`src/core/ebgp_pkg.sv`:
```
// Purpose: Shared constants and types for the expansion-bus GPIO ports
// Assumes: Register offsets are byte addresses on the internal bus
// Notes:   Index 0 is the first 8-bit port, 1 the second, 2 the 6-bit port
package ebgp_pkg;

  // ************************************************************
  // Bus geometry
  // ************************************************************
  localparam int ADDR_W = 28;
  localparam int DATA_W = 8;
  localparam int BIT_SEL_W = 3;
  localparam int NUM_PORTS = 3;

  // ************************************************************
  // Register offsets
  // ************************************************************
  localparam logic [ADDR_W-1:0] PORT_FOUR_DATA_OFS = 28'hffff008;
  localparam logic [ADDR_W-1:0] PORT_FIVE_DATA_OFS = 28'hffff00a;
  localparam logic [ADDR_W-1:0] PORT_SIX_DATA_OFS = 28'hffff00c;
  localparam logic [ADDR_W-1:0] PORT_FOUR_DIRECTION_OFS = 28'hffff028;
  localparam logic [ADDR_W-1:0] PORT_FIVE_DIRECTION_OFS = 28'hffff02a;
  localparam logic [ADDR_W-1:0] PORT_SIX_DIRECTION_OFS = 28'hffff02c;

  localparam logic [ADDR_W-1:0] DATA_OFS [NUM_PORTS] = '{
    PORT_FOUR_DATA_OFS, PORT_FIVE_DATA_OFS, PORT_SIX_DATA_OFS};
  localparam logic [ADDR_W-1:0] DIR_OFS [NUM_PORTS] = '{
    PORT_FOUR_DIRECTION_OFS, PORT_FIVE_DIRECTION_OFS,
    PORT_SIX_DIRECTION_OFS};

  // ************************************************************
  // Reset values and implemented bits
  // ************************************************************
  localparam logic [DATA_W-1:0] DATA_RESET = 8'h00;
  localparam logic [DATA_W-1:0] DIR_RESET_WIDE = 8'hff;
  localparam logic [DATA_W-1:0] DIR_RESET_NARROW = 8'h3f;
  localparam logic [DATA_W-1:0] DIR_RESET [NUM_PORTS] = '{
    DIR_RESET_WIDE, DIR_RESET_WIDE, DIR_RESET_NARROW};
  localparam logic [DATA_W-1:0] PORT_MASK [NUM_PORTS] = '{
    8'hff, 8'hff, 8'h3f};
  localparam logic [DATA_W-1:0] READ_ZERO = 8'h00;

  // Direction bit encoding
  localparam logic DIR_OUTPUT = 1'b0;
  localparam logic DIR_INPUT = 1'b1;

  // ************************************************************
  // Carriers
  // ************************************************************
  // One bit per pin of the three ports
  typedef struct packed {
    logic [7:0] four;
    logic [7:0] five;
    logic [5:0] six;
  } ebgp_pins_t;

  // Drive offered by the expansion bus controller
  typedef struct packed {
    logic [15:0] adOut;
    logic [15:0] adOe;
    logic [5:0] upperAddr;
  } ebgp_expbus_t;

endpackage : ebgp_pkg

```
`src/core/ebgp_gpio_ports.sv`:
```
// Purpose: Data latches, direction registers and pin drivers for
//          two 8-bit ports and one 6-bit port shared with the
//          external memory expansion bus
// Assumes: Pins are sampled synchronously to sys_clk by the caller
// Notes:   Register reads answer in the cycle after the read strobe
`timescale 1ns/1ps

// Overview of operation
// - Two 8-bit ports, per-bit direction
// - 6-bit port, bits 6 and 7 zero
// - Direction 0 output, 1 input
// - Output pin follows its latch bit
// - Input mode: read pin, write latch only
// - Output mode: read latch, write drives pin
// - Reset makes every pin an input except those an alternate mode selects
// - Direction registers allow byte and bit access
// - Address/data bus mode keeps direction registers
// - Upper address mode keeps direction register
// - No pull-up control anywhere
module ebgp_gpio_ports #(
  parameter int PORT_WIDE_W = 8,
  parameter int PORT_NARROW_W = 6
) (
  // Clock and reset
  input wire logic sys_clk,
  input wire logic sys_rst,
  // Register port
  input wire logic [ebgp_pkg::ADDR_W-1:0] busAddr,
  input wire logic [ebgp_pkg::DATA_W-1:0] busWrData,
  input wire logic busWrite,
  input wire logic busRead,
  input wire logic busBitAccess,
  input wire logic [ebgp_pkg::BIT_SEL_W-1:0] busBitSel,
  output logic [ebgp_pkg::DATA_W-1:0] busRdData,
  // Pins, split into input, output and output enable
  input wire ebgp_pkg::ebgp_pins_t pinIn,
  output ebgp_pkg::ebgp_pins_t pinOut,
  output ebgp_pkg::ebgp_pins_t pinOe,
  // Alternate function selection and drive
  input wire logic adBusSelect,
  input wire logic [PORT_NARROW_W-1:0] upperAddrSelect,
  input wire ebgp_pkg::ebgp_expbus_t expBus
);

  // ************************************************************
  // Storage
  // ************************************************************
  logic [ebgp_pkg::DATA_W-1:0] latch [ebgp_pkg::NUM_PORTS];
  logic [ebgp_pkg::DATA_W-1:0] dir [ebgp_pkg::NUM_PORTS];
  logic [ebgp_pkg::DATA_W-1:0] pinWord [ebgp_pkg::NUM_PORTS];
  logic [ebgp_pkg::DATA_W-1:0] portView [ebgp_pkg::NUM_PORTS];
  logic [ebgp_pkg::NUM_PORTS-1:0] dataHit;
  logic [ebgp_pkg::NUM_PORTS-1:0] dirHit;
  logic [ebgp_pkg::DATA_W-1:0] next_busRdData;
  logic [ebgp_pkg::NUM_PORTS-1:0] dataWrEn;
  logic [ebgp_pkg::NUM_PORTS-1:0] dirWrEn;
  logic [ebgp_pkg::DATA_W-1:0] writeMask;
  logic [ebgp_pkg::DATA_W-1:0] writeWord;
  logic [ebgp_pkg::DATA_W-1:0] gpioOut [ebgp_pkg::NUM_PORTS];
  logic [ebgp_pkg::DATA_W-1:0] gpioOe [ebgp_pkg::NUM_PORTS];
  logic [ebgp_pkg::DATA_W-1:0] altOut [ebgp_pkg::NUM_PORTS];
  logic [ebgp_pkg::DATA_W-1:0] altOe [ebgp_pkg::NUM_PORTS];
  logic [ebgp_pkg::DATA_W-1:0] altSel [ebgp_pkg::NUM_PORTS];
  logic [ebgp_pkg::DATA_W-1:0] driveOut [ebgp_pkg::NUM_PORTS];
  logic [ebgp_pkg::DATA_W-1:0] driveOe [ebgp_pkg::NUM_PORTS];

  // ************************************************************
  // Pin sampling and register view
  // ************************************************************
  // Gather pins into byte lanes; absent bits of the 6-bit port are 0
  always_comb begin
    pinWord[0] = pinIn.four;
    pinWord[1] = pinIn.five;
    pinWord[2] = {2'h0, pinIn.six} & ebgp_pkg::PORT_MASK[2];
  end

  // Input bits show the pin, output bits show the latch
  always_comb begin
    for (int i = 0; i < ebgp_pkg::NUM_PORTS; i++) begin
      portView[i] = ((dir[i] & pinWord[i]) | (~dir[i] & latch[i]))
                    & ebgp_pkg::PORT_MASK[i];
    end
  end

  // ************************************************************
  // Address decode
  // ************************************************************
  // Only the six documented offsets answer; no pull-up register exists
  always_comb begin
    for (int i = 0; i < ebgp_pkg::NUM_PORTS; i++) begin
      dataHit[i] = (busAddr == ebgp_pkg::DATA_OFS[i]);
      dirHit[i] = (busAddr == ebgp_pkg::DIR_OFS[i]);
    end
  end

  // ************************************************************
  // Write qualification
  // ************************************************************
  // One enable per register; a strobe elsewhere changes nothing
  always_comb begin
    for (int i = 0; i < ebgp_pkg::NUM_PORTS; i++) begin
      dataWrEn[i] = busWrite && dataHit[i];
      dirWrEn[i] = busWrite && dirHit[i];
    end
  end

  // A bit access touches only the named bit and takes data bit 0
  always_comb begin
    writeMask = ebgp_pkg::READ_ZERO;
    writeWord = busWrData;
    if (busBitAccess) begin
      writeMask[busBitSel] = 1'b1;
      writeWord = {ebgp_pkg::DATA_W{busWrData[0]}};
    end else begin
      writeMask = ~ebgp_pkg::READ_ZERO;
    end
  end

  // Merge the qualified write into an old byte, absent bits stay 0
  function automatic logic [ebgp_pkg::DATA_W-1:0] merge_write(
    input logic [ebgp_pkg::DATA_W-1:0] old,
    input logic [ebgp_pkg::DATA_W-1:0] mask
  );
    return ((old & ~writeMask) | (writeWord & writeMask)) & mask;
  endfunction : merge_write

  // ************************************************************
  // Data latches
  // ************************************************************
  // A write always lands in the latch, whatever the direction
  always_ff @(posedge sys_clk or posedge sys_rst) begin
    if (sys_rst) begin
      for (int i = 0; i < ebgp_pkg::NUM_PORTS; i++) begin
        latch[i] <= ebgp_pkg::DATA_RESET;
      end
    end else begin
      for (int i = 0; i < ebgp_pkg::NUM_PORTS; i++) begin
        if (dataWrEn[i]) begin
          latch[i] <= merge_write(latch[i],
                                  ebgp_pkg::PORT_MASK[i]);
        end
      end
    end
  end

  // ************************************************************
  // Direction registers
  // ************************************************************
  // Reset sets every direction bit to input; alternate modes never touch these
  always_ff @(posedge sys_clk or posedge sys_rst) begin
    if (sys_rst) begin
      for (int i = 0; i < ebgp_pkg::NUM_PORTS; i++) begin
        dir[i] <= ebgp_pkg::DIR_RESET[i];
      end
    end else begin
      for (int i = 0; i < ebgp_pkg::NUM_PORTS; i++) begin
        if (dirWrEn[i]) begin
          dir[i] <= merge_write(dir[i],
                                ebgp_pkg::PORT_MASK[i]);
        end
      end
    end
  end

  // ************************************************************
  // Read data
  // ************************************************************
  // Select the addressed byte, or one bit of it for a bit read
  always_comb begin
    logic [ebgp_pkg::DATA_W-1:0] sel;
    sel = ebgp_pkg::READ_ZERO;
    for (int i = 0; i < ebgp_pkg::NUM_PORTS; i++) begin
      if (dataHit[i]) begin
        sel = portView[i];
      end
      if (dirHit[i]) begin
        sel = dir[i];
      end
    end
    if (busBitAccess) begin
      next_busRdData = {7'h00, sel[busBitSel]};
    end else begin
      next_busRdData = sel;
    end
  end

  // Read data stand only in the cycle after the strobe
  always_ff @(posedge sys_clk or posedge sys_rst) begin
    if (sys_rst) begin
      busRdData <= ebgp_pkg::READ_ZERO;
    end else if (busRead) begin
      busRdData <= next_busRdData;
    end else begin
      busRdData <= ebgp_pkg::READ_ZERO;
    end
  end

  // ************************************************************
  // Pin drivers
  // ************************************************************
  // Port drive from the latch and direction registers
  always_comb begin
    for (int i = 0; i < ebgp_pkg::NUM_PORTS; i++) begin
      gpioOut[i] = latch[i] & ebgp_pkg::PORT_MASK[i];
      gpioOe[i] = ~dir[i] & ebgp_pkg::PORT_MASK[i];
    end
  end

  // Drive offered by the bus controller, in the same byte lanes
  always_comb begin
    altOut[0] = expBus.adOut[7:0];
    altOut[1] = expBus.adOut[15:8];
    altOut[2] = {2'h0, expBus.upperAddr};
    altOe[0] = expBus.adOe[7:0];
    altOe[1] = expBus.adOe[15:8];
    altOe[2] = ebgp_pkg::PORT_MASK[2]; // Upper address always driven
  end

  // Which pins the bus controller owns; address/data takes whole ports
  always_comb begin
    altSel[0] = {ebgp_pkg::DATA_W{adBusSelect}};
    altSel[1] = {ebgp_pkg::DATA_W{adBusSelect}};
    altSel[2] = ebgp_pkg::READ_ZERO;
    altSel[2][PORT_NARROW_W-1:0] = upperAddrSelect;
  end

  // Each pin bit picks its owner; direction registers stay untouched
  for (genvar p = 0; p < ebgp_pkg::NUM_PORTS; p++) begin : g_port
    for (genvar b = 0; b < ebgp_pkg::DATA_W; b++) begin : g_bit
      assign driveOut[p][b] = altSel[p][b] ? altOut[p][b] : gpioOut[p][b];
      assign driveOe[p][b] = altSel[p][b] ? altOe[p][b] : gpioOe[p][b];
    end
  end

  // Fold the byte lanes back onto the pin structs
  always_comb begin
    pinOut.four = driveOut[0];
    pinOut.five = driveOut[1];
    pinOut.six = driveOut[2][PORT_NARROW_W-1:0];
    pinOe.four = driveOe[0];
    pinOe.five = driveOe[1];
    pinOe.six = driveOe[2][PORT_NARROW_W-1:0];
  end

endmodule : ebgp_gpio_ports

```
`config.mk`:
```
export PLATFORM = sky130hd
export DESIGN_NAME = ebgp_gpio_ports
export DESIGN_NICKNAME = d
export VERILOG_FILES = /design/src/core/ebgp_pkg.sv /design/src/core/ebgp_gpio_ports.sv
export SDC_FILE = /design/constraint.sdc
export NUM_CORES = 1
export LEC_CHECK = 0
export BUFFER_PORTS_ARGS = -buffer_cell sky130_fd_sc_hd__buf_2
export CAP_MARGIN = 20
export CORE_MARGIN = 8
export CORE_UTILIZATION = 49
export CTS_BUF_LIST = sky130_fd_sc_hd__clkbuf_8
export DETAILED_ROUTE_END_ITERATION = 10
export PLACE_DENSITY_LB_ADDON = 0.25
export SETUP_SLACK_MARGIN = 0.05
export SLEW_MARGIN = 20
export SYNTH_ARGS = -nofsm -noshare
export SYNTH_HDL_FRONTEND = slang
export SYNTH_SLANG_ARGS = --single-unit
```
`constraint.sdc`:
```
create_clock -name sys_clk -period 1.98 [get_ports sys_clk]
set_input_delay 0.099 -clock sys_clk [delete_from_list [all_inputs] [get_ports sys_clk]]
set_output_delay 0.099 -clock sys_clk [all_outputs]
set_load 0.05 [all_outputs]
```
==> run_results.csv <==
group,metric,value,unit
worst_setup_path,slowest_delay,0.55,ns
floorplan,floorplan.rows,31,
clock_network,clk_path_buf_depth,2,
layout,nFillCells,542,
synthesis,synth_top_family_by_area,"simple AND/OR/NAND/NOR gates",
synthesis,synth.lib_cells_used.distinct,57,
sta,timing.final.hold_violations,0,
hold_path,hold_path.class,"in2reg",
run_status,failing_checks,"negative setup slack",
routing,detail_route.iter0.violations,174,
worst_setup_path,timing.setup.critical_path_class,"in2reg",
synthesis,synth.cell_area,3600,um^2
routing,drc_errors,0,
clock_network,tritoncts,"done",
sta,min_period_over_period,110,%
layout,synthToLayoutAreaGrowth,52.8,%
power,p_total,2.38,mW
floorplan,design.portCount,163,
sta,period_minus_slack,2.17,ns
sta,fin_worst_skew,0.00373,ns
layout,fin_util,76.6,%
worst_setup_path,critPathSlowestCell,"sky130_fd_sc_hd__or4_4",
layout,design_area,5500,um^2
floorplan,initial_utilization,50.1,%
clock_network,clkSlewWorstSetupHoldPaths,0.09,ns
global_route,grt_usage,25.8,%
placement,buffer_ports.inserted,162,
routing,post_drt_wl_per_cell,19.3,um
global_route,grt_pass1_vias,4332,
routing,finalWirelength,13.7,mm
sta,drv_slew,0,
worst_setup_path,worst_ep_arrival_time,2.37,ns
power,standby_leakage_power,2.49,nW
worst_setup_path,critPathBufInv,1,
global_route,globalRoute.totalOverflow,0,
worst_setup_path,crit_path_end_kind,"register",
worst_setup_path,critPathRequiredTime,2.18,ns
power,power_density,433,nW/um^2
synthesis,synth_nets,507,
worst_setup_path,start_kind,"input pin",
sta,finalWorstSetupSlack,-0.193,ns
power,irDropWorstVdd,0.324,mV
clock_network,ctsHtreeMaxLevel,2,
layout,layout-drive-gt1-share,60.8,%
layout,antenna-diode-count,0,
placement,final_hpwl_dp,10.4,mm
sta,final-setup-viol-count,33,
sta,timing.slew.headroom,36.0,%
synthesis,count_of_warnings_emitted_by_yosys,0,
run_status,status,"finished, violations left",
synthesis,synth_flop_type,"sky130_fd_sc_hd__dfrtp_1",
floorplan,die-width,102,um
clock_network,ctsRootBufferMaster,"sky130_fd_sc_hd__clkbuf_8",
routing,dr.pass1.iters,5,
synthesis,yosys-mux-area-fraction,17.7,%
global_route,grt_antenna_before_repair,0,
worst_setup_path,worst-path-max-fanout,7,
layout,multiInputGateArea,2540,um^2
global_route,grt_max_degree,51,
routing,vias,4062,
placement,place_area,4940,um^2
layout,ff_latch_area,1330,um^2
layout,num-nets-final,720,
synthesis,yosysSeqAreaShare,37.0,%
synthesis,synth-compound-area-share,20.5,%
run,max_cap_check_violation_count,0,
worst_setup_path,worstPathCellList,"buf_6, nand4b_1, or4_4, or4_4, or3b_4, a21oi_2, mux2_4",
sta,fmax,460,MHz
synthesis,synth_async_sr_flop_share,100,%
routing,avgViaCountPerCell,5.73,
sta,worstMarginPinSlew,0.956,ns
synthesis,synth-seq-cells,52,
sta,rsz0062_at_grt,"true",
clock_network,cts_sinks,52,
worst_setup_path,crit_top_cell,"sky130_fd_sc_hd__or4_4",
floorplan,core_area,7180,um^2
clock_network,tritoncts.num_buffers,5,
worst_setup_path,timing.critical_path.max_delay_family,"simple AND/OR/NAND/NOR gates",
synthesis,area_share_of_xor_xnor_cells_in_the_synthesized_design,0,%
floorplan,die_height,102,um
synthesis,synth_cells,396,
clock_network,clock_latency,0.31,ns
global_route,global_route_wire_length_before_repair,21.1,mm
floorplan,die_area,10300,um^2
synthesis,yosys.area_share.simple,20.9,%
synthesis,synthAdderAreaFrac,0,%
synthesis,avgSynthCellArea,9.08,um^2
placement,finalWeightedCongestion,0.954,
routing,postRouteAntennaNets,0,
synthesis,synth_edf_count,0,
## where the power goes
part,total (mW),switching [mW],leakage (nW),internal [mW]
clock network,0.636,0.355,0.0510,0.280
logic,0.676,0.441,1.80,0.235
registers,1.07,0.000452,0.646,1.06
total,2.38,0.797,2.49,1.58
## synthesized netlist by cell type (all sizes together) (2+ instances only)
master	number	area [um^2]
o31a	2	17.5
nand3	5	25.0
nor2	39	154
buf	6	46.3
inv	14	52.6
mux2i	5	50.1
dfstp	22	578
a21oi	21	113
or3	2	12.5
a211oi	8	60.1
or4	3	31.3
or2	2	15.0
nand2b	11	68.8
o21ai	52	260
nand4b	4	35.0
o2111ai	2	17.5
nor4	4	25.0
nor3b	3	22.5
o211ai	3	22.5
and3	2	12.5
nor3	5	25.0
a21boi	3	22.5
nand2	31	116
or3b	7	61.3
o31ai	13	97.6
dfrtp	30	751
nor2b	6	37.5
mux2	52	586
clkbuf	11	41.3
nand4bb	3	33.8
o22ai	2	12.5
o311ai	2	17.5
a31oi	3	18.8
nand4	4	25.0
## layout make-up
type	count	area share (%)
flip-flops and latches	52	24.2
inverters	15	1.02
multi-input cells	312	46.2
well taps	99	2.25
clock buffers	6	1.50
clock inverters	2	0.182
repair buffers	223	24.6
## worst paths after layout
check,startpoint,endpoint,slack (ns),depth (start not counted)
setup / recovery,busAddr[7],register,-0.19,7
hold / removal,busRead,busRdData[0],0.06,3
setup reg to reg,register,busRdData[0],0.08,6
hold reg to reg,register,register,0.52,2
max in group asynchronous,sys_rst,asynchronous set/reset pin,0.98,4
min in group asynchronous,sys_rst,asynchronous set/reset pin,0.38,3
## layer usage
layer  part of all wire (%)  GRT usage [%]  routed length (um)
met1                     42           31.7                5730
met2                     49           44.5                6710
met3                    7.3           4.67                 991
met4                    1.7           7.90                 231
met5                      0              0                   0
## worst register-to-register path, cell delays in order, from the launching register on
cell and delay, ns:
sky130_fd_sc_hd__dfstp_2 0.58, sky130_fd_sc_hd__mux2_2 0.34, sky130_fd_sc_hd__o311ai_1 0.31, sky130_fd_sc_hd__buf_4 0.19, sky130_fd_sc_hd__o221a_4 0.18, sky130_fd_sc_hd__o31a_1 0.14, sky130_fd_sc_hd__a21oi_2 0.05
## repair_timing
action / 4_1_cts / 5_1_grt
pin swaps: 7 / 18
hold buffers: 1 / 0
gates resized for setup: 30 / 55
endpoints found under the setup margin: 31 / 47
endpoints found under the hold margin: 14 / 0
setup buffers: 11 / 4
## metrics by stage
step	std cells	TNS [ns]	setup slack [ns]	hold slack, ns
global placement	687	-19.93	-0.696	0.164
global route	709	-4.33	-0.221	0.0673
floorplan	396	-10.00	-0.511	0.224
detailed placement	687	-20.19	-0.716	0.162
finish	709	-3.49	-0.193	0.0631
CTS	707	-2.63	-0.173	0.0414
## cell usage in the layout (no fill, tap or decap), drive strengths merged, types with 2 or more instances in the layout
cell type,Yosys,layout
mux2,52,52
a21oi,21,21
nor2b,6,6
clkinv,1,3
a21boi,3,3
nor2,39,39
o31a,2,2
dfrtp,30,30
dfstp,22,22
buf,6,222
nand2b,11,11
inv,14,14
o22ai,2,2
o311ai,2,2
mux2i,5,5
and3,2,2
a211oi,8,8
clkbuf,11,6
nand2,31,31
o2111ai,2,2
nand3,5,5
nor4,4,4
o211ai,3,3
or2,2,2
nand4b,4,4
nor3,5,5
nand4bb,3,3
o31ai,13,13
nor3b,3,3
or3,2,2
or3b,7,7
nand4,4,4
a31oi,3,3
or4,3,3
o21ai,52,52
## kinds of logic after synthesis
kind of cell           count (synthesis)
and+or+nand+nor                      136
AOI/OAI and AO/OA                    119
muxes                                 57
DFF                                   52
buffers and inverters                 32
Power figures use the tool's default switching activity.
